==> src/irq_mode_pkg.sv <==
// constants for the interrupt mode and request-clear block
package irq_mode_pkg;
	localparam int N_SRC = 5;
	localparam logic [5:0] SRC_FIRST_NUM = 6'h3B;
	localparam logic [31:0] MODE_CTRL_59_ADDR = 32'hFFFFE038;
	localparam logic [31:0] MODE_CTRL_60_63_ADDR = 32'hFFFFE03C;
	localparam logic [31:0] REQ_CLEAR_ADDR = 32'hFFFFE060;
	localparam logic [31:0] PEND_STATUS_ADDR = 32'hFFFFE068;
	localparam int SRC59_LANE = 3;
	localparam int FLD_LVL_LSB = 0;
	localparam int FLD_DMA_BIT = 3;
	localparam int FLD_MODE_LSB = 4;
	localparam int CLR_IDX_MSB = 5;
	localparam logic [1:0] MODE_RESET = 2'h0;
	localparam logic [2:0] LVL_RESET = 3'h0;
	localparam logic [2:0] LVL_OFF = 3'h0;
	localparam logic [2:0] DMA_CH_LAST = 3'h3;
	localparam int N_DMA_CH = 4;
endpackage

==> src/irq_mode_clear_ctrl.sv <==
// per-source mode, routing and pending-clear logic for interrupt sources 59 to 63
//
// Chosen here: the plain strobed port.
`timescale 1ns/1ps
// Notes on behaviour
// - with DMA select 0 the level field is the processor priority, 000 disabling and 001-111 giving levels 1-7.
// - with DMA select 1 a request starts the DMA controller instead of interrupting the processor.
// - with DMA select 1 level codes 000-011 pick DMA channels 0-3 and codes 100-111 are invalid.
// - source 59 has the same DMA select capability as sources 60 to 63.
// - writing a source's six-bit vector index to the clear register clears that source's pending request.
module irq_mode_clear_ctrl (
	input wire logic i_clk,
	input wire logic i_reset_n,
	input wire logic [31:0] i_addr,
	input wire logic [31:0] i_wdata,
	input wire logic i_wr,
	input wire logic i_rd,
	output logic [31:0] o_rdata,
	input wire logic [irq_mode_pkg::N_SRC-1:0] i_src_req,
	output logic o_irq_req,
	output logic [2:0] o_irq_level,
	output logic [5:0] o_irq_src_num,
	output logic [irq_mode_pkg::N_DMA_CH-1:0] o_dma_start,
	output logic [2*irq_mode_pkg::N_SRC-1:0] o_detect_mode
);
	import irq_mode_pkg::*;

	logic [1:0] mode_q [N_SRC];
	logic [N_SRC-1:0] dma_sel_q;
	logic [2:0] lvl_q [N_SRC];
	logic [N_SRC-1:0] pend_q;
	logic [N_SRC-1:0] en_cpu;
	logic [N_SRC-1:0] dma_ok;
	logic [N_SRC-1:0] clr_hit;
	logic [N_DMA_CH-1:0] dma_start_d;
	logic [31:0] rdata_d;
	logic [2:0] best_lvl;
	logic [5:0] best_num;
	logic clr_wr;

	assign clr_wr = i_wr && (i_addr == REQ_CLEAR_ADDR);

	genvar g;
	generate
		for (g = 0; g < N_SRC; g++) begin : g_src
			localparam logic [31:0] REG_ADDR = (g == 0) ? MODE_CTRL_59_ADDR : MODE_CTRL_60_63_ADDR;
			localparam int LANE = (g == 0) ? SRC59_LANE : g - 1;
			localparam logic [5:0] SRC_NUM = SRC_FIRST_NUM + 6'(g);
			logic wr_hit;
			assign wr_hit = i_wr && (i_addr == REG_ADDR);
			// fields start cleared, source disabled
			always_ff @(posedge i_clk or negedge i_reset_n) begin
				if (!i_reset_n) begin
					mode_q[g] <= MODE_RESET;
					dma_sel_q[g] <= 1'b0;
					lvl_q[g] <= LVL_RESET;
				end else if (wr_hit) begin
					mode_q[g] <= i_wdata[8*LANE+FLD_MODE_LSB +: 2];
					dma_sel_q[g] <= i_wdata[8*LANE+FLD_DMA_BIT];
					lvl_q[g] <= i_wdata[8*LANE+FLD_LVL_LSB +: 3];
				end
			end
			assign en_cpu[g] = !dma_sel_q[g] && (lvl_q[g] != LVL_OFF);
			assign dma_ok[g] = dma_sel_q[g] && (lvl_q[g] <= DMA_CH_LAST);
			// only the low six bits of the clear register carry the index
			assign clr_hit[g] = clr_wr && (i_wdata[CLR_IDX_MSB:0] == SRC_NUM);
			// a new request wins over a clear in the same cycle
			always_ff @(posedge i_clk or negedge i_reset_n) begin
				if (!i_reset_n) begin
					pend_q[g] <= 1'b0;
				end else if (i_src_req[g] && en_cpu[g]) begin
					pend_q[g] <= 1'b1;
				end else if (clr_hit[g]) begin
					pend_q[g] <= 1'b0;
				end
			end
			assign o_detect_mode[2*g +: 2] = mode_q[g];
		end
	endgenerate

	// dma start: one pulse on the chosen channel per request
	always_comb begin
		dma_start_d = '0;
		for (int i = 0; i < N_SRC; i++) begin
			if (i_src_req[i] && dma_ok[i]) begin
				dma_start_d[lvl_q[i][1:0]] = 1'b1;
			end
		end
	end

	// highest level wins, lower source number on a tie
	always_comb begin
		best_lvl = LVL_OFF;
		best_num = '0;
		for (int i = 0; i < N_SRC; i++) begin
			if (pend_q[i] && en_cpu[i] && (lvl_q[i] > best_lvl)) begin
				best_lvl = lvl_q[i];
				best_num = SRC_FIRST_NUM + 6'(i);
			end
		end
	end

	always_ff @(posedge i_clk or negedge i_reset_n) begin
		if (!i_reset_n) begin
			o_dma_start <= '0;
		end else begin
			o_dma_start <= dma_start_d;
		end
	end

	always_ff @(posedge i_clk or negedge i_reset_n) begin
		if (!i_reset_n) begin
			o_irq_req <= 1'b0;
			o_irq_level <= LVL_OFF;
			o_irq_src_num <= '0;
		end else begin
			o_irq_req <= (best_lvl != LVL_OFF);
			o_irq_level <= best_lvl;
			o_irq_src_num <= best_num;
		end
	end

	always_comb begin
		rdata_d = '0;
		unique case (i_addr)
			MODE_CTRL_59_ADDR: begin
				rdata_d[8*SRC59_LANE +: 6] = {mode_q[0], dma_sel_q[0], lvl_q[0]};
			end
			MODE_CTRL_60_63_ADDR: begin
				for (int i = 1; i < N_SRC; i++) begin
					rdata_d[8*(i-1) +: 6] = {mode_q[i], dma_sel_q[i], lvl_q[i]};
				end
			end
			PEND_STATUS_ADDR: begin
				rdata_d[N_SRC-1:0] = pend_q;
			end
			default: begin
				rdata_d = '0;
			end
		endcase
	end

	// read data stand only in the cycle after the strobe
	always_ff @(posedge i_clk or negedge i_reset_n) begin
		if (!i_reset_n) begin
			o_rdata <= '0;
		end else if (i_rd) begin
			o_rdata <= rdata_d;
		end else begin
			o_rdata <= '0;
		end
	end

	logic [N_SRC-1:0] blk_req;
	logic [N_SRC-1:0] clr_only;
	logic [N_SRC-1:0] set_req;
	logic [N_SRC-1:0] dma_go;
	logic [N_SRC-1:0] dma_blk;
	assign blk_req = i_src_req & ~en_cpu & ~pend_q;
	assign clr_only = clr_hit & ~(i_src_req & en_cpu);
	assign set_req = i_src_req & en_cpu;
	assign dma_go = i_src_req & dma_ok;
	assign dma_blk = i_src_req & dma_sel_q & ~pend_q;

	property p_blocked_no_pend;
		@(posedge i_clk) disable iff (!i_reset_n) (blk_req != '0) |=> ((pend_q & $past(blk_req)) == '0);
	endproperty
	a_blocked_no_pend: assert property (p_blocked_no_pend) else $error("disabled or dma source became pending");

	property p_irq_has_level;
		@(posedge i_clk) disable iff (!i_reset_n) o_irq_req |-> (o_irq_level != LVL_OFF) && (o_irq_src_num >= SRC_FIRST_NUM);
	endproperty
	a_irq_has_level: assert property (p_irq_has_level) else $error("irq raised without a level");

	property p_set_to_irq;
		@(posedge i_clk) disable iff (!i_reset_n) (set_req != '0) && !i_wr |-> ##2 o_irq_req;
	endproperty
	a_set_to_irq: assert property (p_set_to_irq) else $error("enabled request did not reach processor");

	property p_dma_not_cpu;
		@(posedge i_clk) disable iff (!i_reset_n) (dma_blk != '0) |=> ((pend_q & $past(dma_blk)) == '0);
	endproperty
	a_dma_not_cpu: assert property (p_dma_not_cpu) else $error("dma-routed request became processor pending");

	property p_dma_channel;
		@(posedge i_clk) disable iff (!i_reset_n) (i_src_req[1] && dma_ok[1]) |=> o_dma_start[$past(lvl_q[1][1:0])];
	endproperty
	a_dma_channel: assert property (p_dma_channel) else $error("dma channel not started");

	property p_dma_invalid;
		@(posedge i_clk) disable iff (!i_reset_n) ((i_src_req & dma_ok) == '0) |=> (o_dma_start == '0);
	endproperty
	a_dma_invalid: assert property (p_dma_invalid) else $error("dma start without a valid request");

	property p_src59_dma;
		@(posedge i_clk) disable iff (!i_reset_n) dma_go[0] |=> o_dma_start[$past(lvl_q[0][1:0])] ##1
			(!o_dma_start[$past(lvl_q[0][1:0], 2)] || ($past(dma_go) != '0));
	endproperty
	a_src59_dma: assert property (p_src59_dma) else $error("source 59 dma start wrong");

	property p_clear;
		@(posedge i_clk) disable iff (!i_reset_n) (clr_only != '0) |=> ((pend_q & $past(clr_only)) == '0);
	endproperty
	a_clear: assert property (p_clear) else $error("clear write did not clear pending");

	property p_set_wins;
		@(posedge i_clk) disable iff (!i_reset_n) (set_req != '0) |=> ((pend_q & $past(set_req)) == $past(set_req));
	endproperty
	a_set_wins: assert property (p_set_wins) else $error("request lost against clear");

	property p_reset_clean;
		@(posedge i_clk) $rose(i_reset_n) |-> !o_irq_req && (o_dma_start == '0) && (pend_q == '0);
	endproperty
	a_reset_clean: assert property (p_reset_clean) else $error("state not clear after reset");

	c_irq: cover property (@(posedge i_clk) disable iff (!i_reset_n) (set_req != '0) ##2 o_irq_req);
	c_dma: cover property (@(posedge i_clk) disable iff (!i_reset_n) o_dma_start != '0);
	c_src59_dma: cover property (@(posedge i_clk) disable iff (!i_reset_n) dma_go[0] ##1 (o_dma_start != '0));
	c_clear: cover property (@(posedge i_clk) disable iff (!i_reset_n) o_irq_req ##[1:20] (clr_only != '0));
endmodule // irq_mode_clear_ctrl

==> config.mk <==
export PLATFORM = sky130hd
export DESIGN_NAME = irq_mode_clear_ctrl
export DESIGN_NICKNAME = d
export VERILOG_FILES = /design/src/irq_mode_pkg.sv /design/src/irq_mode_clear_ctrl.sv
export SDC_FILE = /design/constraint.sdc
export NUM_CORES = 1
export LEC_CHECK = 0
export BUFFER_PORTS_ARGS = -buffer_cell sky130_fd_sc_hd__buf_2
export CORE_UTILIZATION = 54
export DETAILED_ROUTE_END_ITERATION = 7
export PLACE_DENSITY = 0.95
export SLEW_MARGIN = 10
export SYNTH_ARGS = -nofsm -noshare
export SYNTH_HDL_FRONTEND = slang
export SYNTH_SLANG_ARGS = --single-unit
==> constraint.sdc <==
create_clock -name i_clk -period 12.7 [get_ports i_clk]
set_clock_uncertainty 0.05 [all_clocks]
set_input_delay 0.635 -clock i_clk [delete_from_list [all_inputs] [get_ports i_clk]]
set_output_delay 0.635 -clock i_clk [all_outputs]
set_load 0.01 [all_outputs]
Word-level counts from Yosys, hierarchy flattened

Index checks and enable logic that the tools add are counted.

Word-level logic and storage cells: 158
Memories kept: 0
Output and inout bits: 56
Latch bits: 0
Register bits after elaboration: 81
Bits in read-only memories: 0
RAM bits: 0
Bits of input ports: 73

Div/mod/pow operators: 0
Equal/unequal tests: 9
Reductions and logical operators: 59
Muxes and demuxes: 41
Shifts and indexed selects: 0
Bitwise logic cells: 4
Order comparisons: 20
Multipliers: 0
Add/sub/neg operators: 0

Operators with widths:

| kind                                                               | count |
|---|---|
| == test 32 bit (second input constant)                             | 4 |
| logical AND 1 bit                                                  | 43 |
| two-way mux 6 bit                                                  | 7 |
| == test 6 bit (second input constant)                              | 5 |
| two-way mux 30 bit                                                 | 1 |
| two-way mux 4 bit                                                  | 5 |
| nonzero test 3 bit                                                 | 6 |
| two-way mux 1 bit                                                  | 16 |
| bitwise OR 4 bit                                                   | 4 |
| less-or-equal comparator 3 x 2 -> 1 bit (second input constant)    | 5 |
| less-than comparator 2 x 3 -> 1 bit (second input constant)        | 5 |
| two-way mux 3 bit                                                  | 5 |
| greater-than comparator 3 bit                                      | 4 |
| case mux 6 bit (2 select lines)                                    | 1 |
| demux 1 bit (select 2 bit)                                         | 5 |
| greater-or-equal comparator 2 x 1 -> 1 bit (second input constant) | 5 |
| case mux 5 bit (2 select lines)                                    | 1 |
| nonzero test 2 bit                                                 | 5 |
| logical NOT 1 bit                                                  | 5 |
| greater-than comparator 3 x 1 -> 1 bit (second input constant)     | 1 |

Logic depth before layout (Yosys ltp)

Gate-level depths: netlist of the first run.

Word-level depth: 18
Mapped depth: 29
Gate-level depth less buffers: 27

Least setup slack after synthesis of the first run

Ideal clock, no wire load.

Kind: register to register
From: register dma_sel_q[0]
To: register o_irq_req
Clock period less this slack: 6323 ps
Setup slack: 6377 ps
Cell stages (with the launch flop): 28
Path buffers: 2
Required time: 12503 ps
Data arrival time: 6127 ps
Cell sequence: dfrtp_1 -> nand3b_1 -> ha_1 -> nor2b_1 -> o21a_1 -> o2111a_1 -> buf_4 -> mux2_2 -> ha_1 -> nor2_1 -> maj3_1 -> o21ba_1 -> mux2_2 -> nand2_1 -> mux2i_1 -> ha_1 -> nor2b_1 -> o21a_1 -> o2111a_1 -> clkbuf_1 -> o21a_1 -> ha_1 -> nor2b_1 -> o21a_1 -> o2111ai_1 -> nor2b_1 -> o2111a_1 -> o221ai_1

Longest elaborated chain between the ends: 18

RTL lines:

| what                               | line                       | source |
|---|---|---|
| start: declaration                 | irq_mode_clear_ctrl.sv:29  | `logic [N_SRC-1:0] dma_sel_q;` |
| start signal: indexed assignment   | irq_mode_clear_ctrl.sv:59  | `dma_sel_q[g] <= i_wdata[8*LANE+FLD_DMA_BIT];` |
| logical NOT 1 bit (*)              | irq_mode_clear_ctrl.sv:63  | `assign en_cpu[g] = !dma_sel_q[g] && (lvl_q[g] != LVL_OFF);` |
| logical AND 1 bit (*)              | irq_mode_clear_ctrl.sv:63  |  |
| logical AND 1 bit (*) (2 in a row) | irq_mode_clear_ctrl.sv:96  | `if (pend_q[i] && en_cpu[i] && (lvl_q[i] > best_lvl)) begin` |
| two-way mux 3 bit (*)              | irq_mode_clear_ctrl.sv:96  |  |
| greater-than comparator 3 bit      | irq_mode_clear_ctrl.sv:96  |  |
| logical AND 1 bit                  | irq_mode_clear_ctrl.sv:96  |  |
| two-way mux 3 bit (*)              | irq_mode_clear_ctrl.sv:96  |  |
| greater-than comparator 3 bit      | irq_mode_clear_ctrl.sv:96  |  |
| logical AND 1 bit                  | irq_mode_clear_ctrl.sv:96  |  |
| two-way mux 3 bit (*)              | irq_mode_clear_ctrl.sv:96  |  |
| greater-than comparator 3 bit      | irq_mode_clear_ctrl.sv:96  |  |
| logical AND 1 bit                  | irq_mode_clear_ctrl.sv:96  |  |
| two-way mux 3 bit (*)              | irq_mode_clear_ctrl.sv:96  |  |
| greater-than comparator 3 bit      | irq_mode_clear_ctrl.sv:96  |  |
| logical AND 1 bit                  | irq_mode_clear_ctrl.sv:96  |  |
| two-way mux 3 bit (*)              | irq_mode_clear_ctrl.sv:96  |  |
| nonzero test 3 bit (*)             | irq_mode_clear_ctrl.sv:117 | `o_irq_req <= (best_lvl != LVL_OFF);` |
| end signal: assignment             | irq_mode_clear_ctrl.sv:117 |  |
| end: declaration                   | irq_mode_clear_ctrl.sv:20  | `output logic o_irq_req,` |

Mark *: on every way between the ends. The rest lies on a longest branch, timed or not.
A chain may end at the register's enable or synchronous reset.

Worst setup path after layout of the first run

From: register lvl_q[13] (netlist bit)
To: register o_irq_req

Longest elaborated chain between the ends: 18
Elaborated cells between the ends (all ways): 19
Those cells by class: order compare (5); mux (5); reduce/logical (9)

RTL lines:

| what                                                                           | line                       | source |
|---|---|---|
| start: declaration                                                             | irq_mode_clear_ctrl.sv:30  | `logic [2:0] lvl_q [N_SRC];` |
| start signal: indexed assignment                                               | irq_mode_clear_ctrl.sv:60  | `lvl_q[g] <= i_wdata[8*LANE+FLD_LVL_LSB +: 3];` |
| branches (longest 4 deep; another with greater-than comparator 3 x 1 -> 1 bit) | n/a                        |  |
| two-way mux 3 bit (*)                                                          | irq_mode_clear_ctrl.sv:96  |  |
| greater-than comparator 3 bit                                                  | irq_mode_clear_ctrl.sv:96  |  |
| logical AND 1 bit                                                              | irq_mode_clear_ctrl.sv:96  |  |
| two-way mux 3 bit (*)                                                          | irq_mode_clear_ctrl.sv:96  |  |
| greater-than comparator 3 bit                                                  | irq_mode_clear_ctrl.sv:96  |  |
| logical AND 1 bit                                                              | irq_mode_clear_ctrl.sv:96  |  |
| two-way mux 3 bit (*)                                                          | irq_mode_clear_ctrl.sv:96  |  |
| greater-than comparator 3 bit                                                  | irq_mode_clear_ctrl.sv:96  |  |
| logical AND 1 bit                                                              | irq_mode_clear_ctrl.sv:96  |  |
| two-way mux 3 bit (*)                                                          | irq_mode_clear_ctrl.sv:96  |  |
| greater-than comparator 3 bit                                                  | irq_mode_clear_ctrl.sv:96  |  |
| logical AND 1 bit                                                              | irq_mode_clear_ctrl.sv:96  |  |
| two-way mux 3 bit (*)                                                          | irq_mode_clear_ctrl.sv:96  |  |
| nonzero test 3 bit (*)                                                         | irq_mode_clear_ctrl.sv:117 |  |

Every way passes the cells marked *.

==> results of run 1 <==
==> cell type report <==
type | count | area share, %
clock buffers | 9 | 2.81
clock inverters | 7 | 1.79
inverters | 16 | 1.36
multi-input cells | 215 | 38.7
flip-flops and latches | 71 | 40.3
well taps | 77 | 2.18
repair buffers | 113 | 12.9
==> placed cells by master (no fill, tap or decap), drive strengths merged, types with 8 or more instances in the layout <==
master  count
buf       113
dfrtp      71
mux2       32
nand2      26
inv        19
nor2       17
and3       14
a22o       13
nand3      11
ha         10
o21ai       9
clkbuf      9
nor3        8
conb        8
==> power by group through the flow <==
stage | Clock, W | Combinational, W | Sequential, W
floorplan | 0 | 0.00000507 | 0.000230
global placement | 0 | 0.0000195 | 0.000230
detailed placement | 0 | 0.0000202 | 0.000230
CTS | 0.000188 | 0.0000204 | 0.000226
global route | 0.000200 | 0.0000222 | 0.000226
finish | 0.000187 | 0.0000201 | 0.000226
==> through the flow <==
step / util [%] / worst slack (ns) / power [W]
detailed placement: 65.1 / 5.58 / 0.000251
global route: 68.3 / 5.11 / 0.000448
global placement: 65.1 / 5.78 / 0.000250
CTS: 68.3 / 5.53 / 0.000434
floorplan: - / 6.38 / 0.000235
finish: 68.3 / 5.47 / 0.000433
==> worst paths after layout <==
path,endpoint,depth (start not counted),slack [ns]
min in group i_clk,lvl_q[13],3,0.45
worst min-delay path,o_rdata[12],2,0.43
max in group asynchronous,o_irq_level[0],2,11.59
worst max register to register,o_irq_req,26,5.47
worst min register to register,o_rdata[28],1,0.48
worst max-delay path,o_irq_req,26,5.47
==> cell families (layout without fill, tap and decap cells) <==
kind of cell | after synthesis | in the layout | share of synthesized area (%)
AND/OR/NAND/NOR | 105 | 105 | 16.6
other | 1 | 8 | 0.102
multiplexers | 37 | 37 | 13.3
AO/OA/AOI/OAI | 54 | 54 | 12.0
adder cells (fa/ha/maj) | 11 | 11 | 3.67
buffers and inverters | 36 | 145 | 5.99
flip-flops | 71 | 71 | 48.3
==> routing by layer <==
metal | up-vias | global-route usage, %
met5 | - | 0
met4 | 0 | 11.1
met3 | 15 | 6.10
met2 | 151 | 46.4
met1 | 1431 | 32.0
li1 | 1357 | -
==> flip-flops by register name, indices dropped and copies added, names as in the netlist <==
| register | flops |
|---|---|
| o_rdata | 24 |
| lvl_q | 15 |
| o_detect_mode | 10 |
| dma_sel_q | 5 |
| pend_q | 5 |
| o_dma_start | 4 |
| o_irq_src_num | 4 |
| o_irq_level | 3 |
| o_irq_req | 1 |
==> metrics.md, run 1 <==
| Metric | Value |
|---|---|
| Via count | 2954 |
| Fmax | 138 MHz |
| Top_reg_cell synth | dfrtp_1 |
| Global-route wire length before repair | 14.5 mm |
| RR Startpoint | lvl_q[13] |
| Layout Nets | 509 |
| Post-CTS Resized | 0 |
| Highest routed layer | met4 |
| Max cap viols | 0 |
| Hold slack | 0.428 ns |
| IO buf count | 112 |
| Initial antenna violation count | 0 |
| DRT iter0 DRCs | 201 |
| Met1 WL | 3.59 mm |
| H-Tree Depth | 3 |
| Global Route Usage Sum | 26.7% |
| Fin crit period | 7.23 ns |
| Post-route cell area | 4410 um2 |
| IO Pins | 129 |
| Netlist cell types | 60 |
| Largest net degree at the start of global routing | 72 |
| Fill cells | 488 |
| Hold buffer count at CTS | 0 |
| Core footprint | 6460 um2 |
| Worst skew pair latency | 0.35 ns |
| Crit. End Element | flip-flop |
| Cell Int Power | 0.000327 W |
| Setup crit start | lvl_q[13] |
| Share of layout cells above drive strength 1 | 41.3% |
| Combinational Power Share | 4.6% |
| Static Leak | 2.43 nW |
| Clk sinks | 71 |
| Post-synthesis instance total | 315 |
| Period utilization | 57.0% |
| Worst path slowest cell | o2111ai_1 |
| Hpwl dp | 6.58 mm |
| Cell family with most CP delay | compound AO/OA/AOI/OAI gates |
| DRC Markers | 6 |
| Max VDD drop | 0.0000663 V |
| Post-route ant nets | 0 |
| Setup Fix Bufs, Post-CTS | 0 |
| Dpl cells | 492 |
| Synth cell count leaders | dfrtp_1, nand2_1, mux2_4 |
| Setup tns final | 0 ns |
| Clk buf depth | 2 |
| Crit path launch type | flip-flop |
| Synthesized flop and latch total | 71 |
| Cell taking the most area after synthesis | dfrtp_1 |
| HP Class | in2async |
| Met3 wire length | 632 um |
| Vias per std cell | 5.81 |
| Root Driver | clkbuf_8 |
| Count of final hold-check violations | 0 |
| Final cell count without fillers | 508 |
| CTS Buf Count | 9 |
| Seq pwr share | 52.2% |
| Mean Syn Cell Area | 11.7 um2 |
| CP max FO | 9 |
| Die area | 7140 um2 |
| Syn-to-layout area delta | 19.9% |
| Synth warn | 0 |
| Final setup fails | 0 |
| Post-synth EDFFs | 0 |
| Violated checks | DRC |
| N_diodes | 0 |
| Placed cell area | 4210 um2 |
| Slew HR | 41.5% |
| Clock slew at reported path FFs | 0.08 ns |
| Synth top area cells | dfrtp_1, mux2_4, mux2_2 |
| Cell with the most instances after synthesis | dfrtp_1 |
| Status | finished with violations |
| Pwr dens | 98.2 nW/um2 |
| WL final | 9.01 mm |
| Switching Share | 24.4% |
| Clk pwr share | 43.2% |
| Post-synth top area share | 48.3% |
| FF/Latch Area | 1780 um2 |
| Worst-margin pin slew | 0.878 ns |
| Worst stage delay on the critical path | 0.61 ns |
| Number of global-route vias before repair | 2913 |
| Seq/Total Area, Yosys | 48.3% |
| Mapped cell area | 3680 um2 |
| Multi-input logic area | 1710 um2 |
| Critical setup path kind | reg2reg |
| Arr. time, crit path | 7.39 ns |
| Final RePlAce weighted congestion | 0.854 |
| Num rows | 29 |
| CP Data Required Time | 12.86 ns |
| Psw | 0.000106 W |
| Routed WL per cell | 17.7 um |
| Drt pass-1 iters | 8 |
| RSZ-0062 raised after global routing | false |
| Routed met2 length | 4.60 mm |
| FFs w/ async S/R, synth | 100% |
| Total grt overflow | 0 |
| Initial Util | 56.9% |
| Slew Limit Fails | 0 |
| Die Wd | 84.5 um |
| TritonCTS clock tree | yes |
| CP Buf/Inv Count | 0 |
| Die H | 84.5 um |
Note: power is estimated with default switching activity, not from simulation.
==> run 2, diff against run 1 <==
--- a/config.mk
+++ b/config.mk
@@ -6,9 +6,9 @@
 export NUM_CORES = 1
 export LEC_CHECK = 0
 export BUFFER_PORTS_ARGS = -buffer_cell sky130_fd_sc_hd__buf_2
-export CORE_UTILIZATION = 54
+export CORE_UTILIZATION = 50
 export DETAILED_ROUTE_END_ITERATION = 7
-export PLACE_DENSITY = 0.95
+export PLACE_DENSITY = 0.91
 export SLEW_MARGIN = 10
 export SYNTH_ARGS = -nofsm -noshare
 export SYNTH_HDL_FRONTEND = slang
==> constraint.sdc (replaced) <==
create_clock -name i_clk -period 7.1 [get_ports i_clk]
set_clock_uncertainty 0.05 [all_clocks]
set_input_delay 0.355 -clock i_clk [delete_from_list [all_inputs] [get_ports i_clk]]
set_output_delay 0.355 -clock i_clk [all_outputs]
set_load 0.01 [all_outputs]
==> run 2 against run 1 <==
Net effect:
- total power is 73% higher
- largest cell class unchanged
- the flow now finishes without violations
- count of clock-buffer cells in the layout stayed put
- first-iteration DRC count is 13% higher
- highest routed layer unchanged
- register-to-register slack worse by 5.0 ns
- sequential power is 79% higher
- global-route usage is 2.2 points lower
- sequential share of layout area is 0.17 points lower
- critical path depth stayed put
- clock power is 66% higher
- routed wire length is 3.6% lower
==> metrics.md, run 2 (synthesized netlist as in run 1, its figures left out) <==
| Metric | Value |
|---|---|
| Status | completed |
| Drt pass-1 iters | 5 (-3) |
| Die area | 7700 um2 (+7.8%) |
| Post-route cell area | 4430 um2 (+0.43%) |
| WL final | 8.68 mm (-3.6%) |
| Setup tns final | 0 ns (unchanged) |
| Worst skew pair latency | 0.35 ns (about the same) |
| DRC Markers | 0 (-6) |
| Crit path launch type | flip-flop |
| HP Class | in2async |
| Dpl cells | 512 (+4.1%) |
| Hold buffer count at CTS | 0 (unchanged) |
| Post-route ant nets | 0 (unchanged) |
| Crit. End Element | flip-flop |
| CP max FO | 9 (unchanged) |
| Initial antenna violation count | 0 (unchanged) |
| Core Util, Final | 63.8% (-4.5 points) |
| Clock slew at reported path FFs | 0.08 ns (about the same) |
| Period utilization | 93.3% (+36 points) |
| Fill cells | 565 (+16%) |
| Worst-margin pin slew | 0.870 ns (-0.00811 ns) |
| Seq pwr share | 53.9% (+1.7 points) |
| Root Driver | clkbuf_8 |
| Cell Int Power | 0.000577 W (+76%) |
| Share of layout cells above drive strength 1 | 41.6% (+0.33 points) |
| TritonCTS clock tree | yes |
| Number of global-route vias before repair | 2815 (-3.4%) |
| Met2 Track Usage GR | 39.8% (-6.6 points) |
| Count of final hold-check violations | 0 (unchanged) |
| Via count | 2930 (-0.81%) |
| Multi-input logic area | 1710 um2 (+0.29%) |
| Hpwl dp | 6.46 mm (-1.8%) |
| Arr. time, crit path | 6.78 ns (-0.61 ns) |
| Switching Share | 22.9% (-1.5 points) |
| Met1 usage | 31.4% (-0.57 points) |
| Layout Nets | 510 (+0.20%) |
| Gr busiest metal | met2 |
| RR Startpoint | lvl_q[13] |
| Placed cell area | 4240 um2 (+0.74%) |
| Global Route Usage Sum | 24.5% (-2.2 points) |
| Largest net degree at the start of global routing | 72 (unchanged) |
| Core footprint | 6940 um2 (+7.5%) |
| Largest register FFs | 24 (unchanged) |
| Post-CTS Resized | 0 (unchanged) |
| Max cap viols | 0 (unchanged) |
| DRT iter0 DRCs | 228 (+13%) |
| Total grt overflow | 0 (unchanged) |
| Final setup fails | 0 (unchanged) |
| Vias per std cell | 5.57 (-4.2%) |
| Die H | 87.8 um (+3.8%) |
| Met3 usage | 5.94% (-0.16 points) |
| Hold slack | 0.150 ns (-0.278 ns) |
| Initial Util | 53.0% (-4.0 points) |
| Pwr dens | 169 nW/um2 (+72%) |
| Combinational Power Share | 4.7% (about the same) |
| IO Pins | 129 (unchanged) |
| IO buf count | 112 (unchanged) |
| Commonest non-fill, non-tap cells in the layout | buf_2, dfrtp_1, nand2_1, mux2_4, inv_1 |
| N_diodes | 0 (unchanged) |
| Clk sinks | 71 (unchanged) |
| Critical setup path kind | reg2reg |
| Fmax | 151 MHz (+9.2%) |
| Global-route wire length before repair | 14.0 mm (-3.0%) |
| Commonest non-fill, non-tap cell in the layout | buf_2 |
| Setup Fix Bufs, Post-CTS | 0 (unchanged) |
| Reg-to-reg endpoint | o_irq_req |
| Psw | 0.000172 W (+62%) |
| H-Tree Depth | 3 (unchanged) |
| Clk pwr share | 41.3% (-1.9 points) |
| Final RePlAce weighted congestion | 0.933 (+9.3%) |
| Routed WL per cell | 16.5 um (-6.9%) |
| CP Data Required Time | 7.25 ns (-5.61 ns) |
| Syn-to-layout area delta | 20.4% |
| FF/Latch Area | 1780 um2 (unchanged) |
| Worst Reg-to-Reg Cells | 26 (unchanged) |
| Final cell count without fillers | 526 (+3.5%) |
| Num rows | 30 (+3.4%) |
| CTS Buf Count | 9 (unchanged) |
| Slew HR | 42.0% (+0.54 points) |
| RSZ-0062 raised after global routing | false |
| Max VDD drop | 0.000113 V (+70%) |
| Die Wd | 87.8 um (+3.8%) |
| Static Leak | 2.40 nW (-1.3%) |
| Clk buf depth | 2 (unchanged) |
| Fin crit period | 6.63 ns (-0.608 ns) |
| Slew Limit Fails | 0 (unchanged) |
| R2r setup slk | 0.47 ns (-4.99 ns) |
| Largest register by flop count | o_rdata |
run 2: worst max-delay path, cell delays in order, from the launching register on:
cell,delay [ns]
dfrtp_1,0.49
nand3b_1,0.21
ha_1,0.34
nor2b_1,0.13
o21a_1,0.12
o2111a_2,0.31
mux2_2,0.38
ha_1,0.34
nor2_1,0.07
maj3_1,0.36
o21ba_1,0.17
mux2_2,0.30
nand2_1,0.16
mux2i_2,0.36
ha_1,0.31
nor2b_1,0.13
o21a_1,0.16
o2111a_1,0.37
o21a_1,0.25
ha_1,0.30
nor2b_1,0.14
o21a_1,0.15
o2111ai_1,0.17
buf_4,0.19
nor2b_1,0.18
o2111a_1,0.24
o221ai_1,0.11
run 2: per-stage QoR:
stage	total power [W]	worst slack [ns]
floorplan	0.000421	0.777
global placement	0.000447	0.573
detailed placement	0.000448	0.448
CTS	0.000753	0.364
global route	0.000773	0.0888
finish	0.000749	0.475
run 2: power by group through the flow:
| stage | clock (W) | combinational [W] | sequential (W) |
|---|---|---|---|
| 4_1_cts | 0.000313 | 0.0000358 | 0.000404 |
| 3_3_place_gp | 0 | 0.0000349 | 0.000412 |
| 5_1_grt | 0.000329 | 0.0000394 | 0.000404 |
| 6_report | 0.000310 | 0.0000354 | 0.000404 |
| 3_5_place_dp | 0 | 0.0000357 | 0.000412 |
| 2_1_floorplan | 0 | 0.00000907 | 0.000412 |
run 2: how the worst max path moves through the flow:
stage | end | startpoint | depth (start not counted)
after detailed placement | o_irq_req | dma_sel_q[0] | 26
after global placement | o_irq_src_num[4] | lvl_q[13] | 26
after floorplan | o_irq_req | dma_sel_q[0] | 27
after global routing | o_irq_src_num[4] | lvl_q[13] | 26
after CTS | o_irq_req | dma_sel_q[0] | 26
final | o_irq_req | lvl_q[13] | 26
run 2: area by class of cell:
cell class / count / area share [%]
inverters: 16 / 1.36
clock buffers: 9 / 2.80
multi-input cells: 215 / 38.6
repair buffers: 114 / 13.0
flip-flops and latches: 71 / 40.1
well taps: 96 / 2.71
clock inverters: 5 / 1.38
run 2: layer usage:
layer  vias up  part of all wire [%]
met5         -                     0
met4         0                   2.1
met3        18                   7.2
met2       150                    49
met1      1410                    41
li1       1352                     -
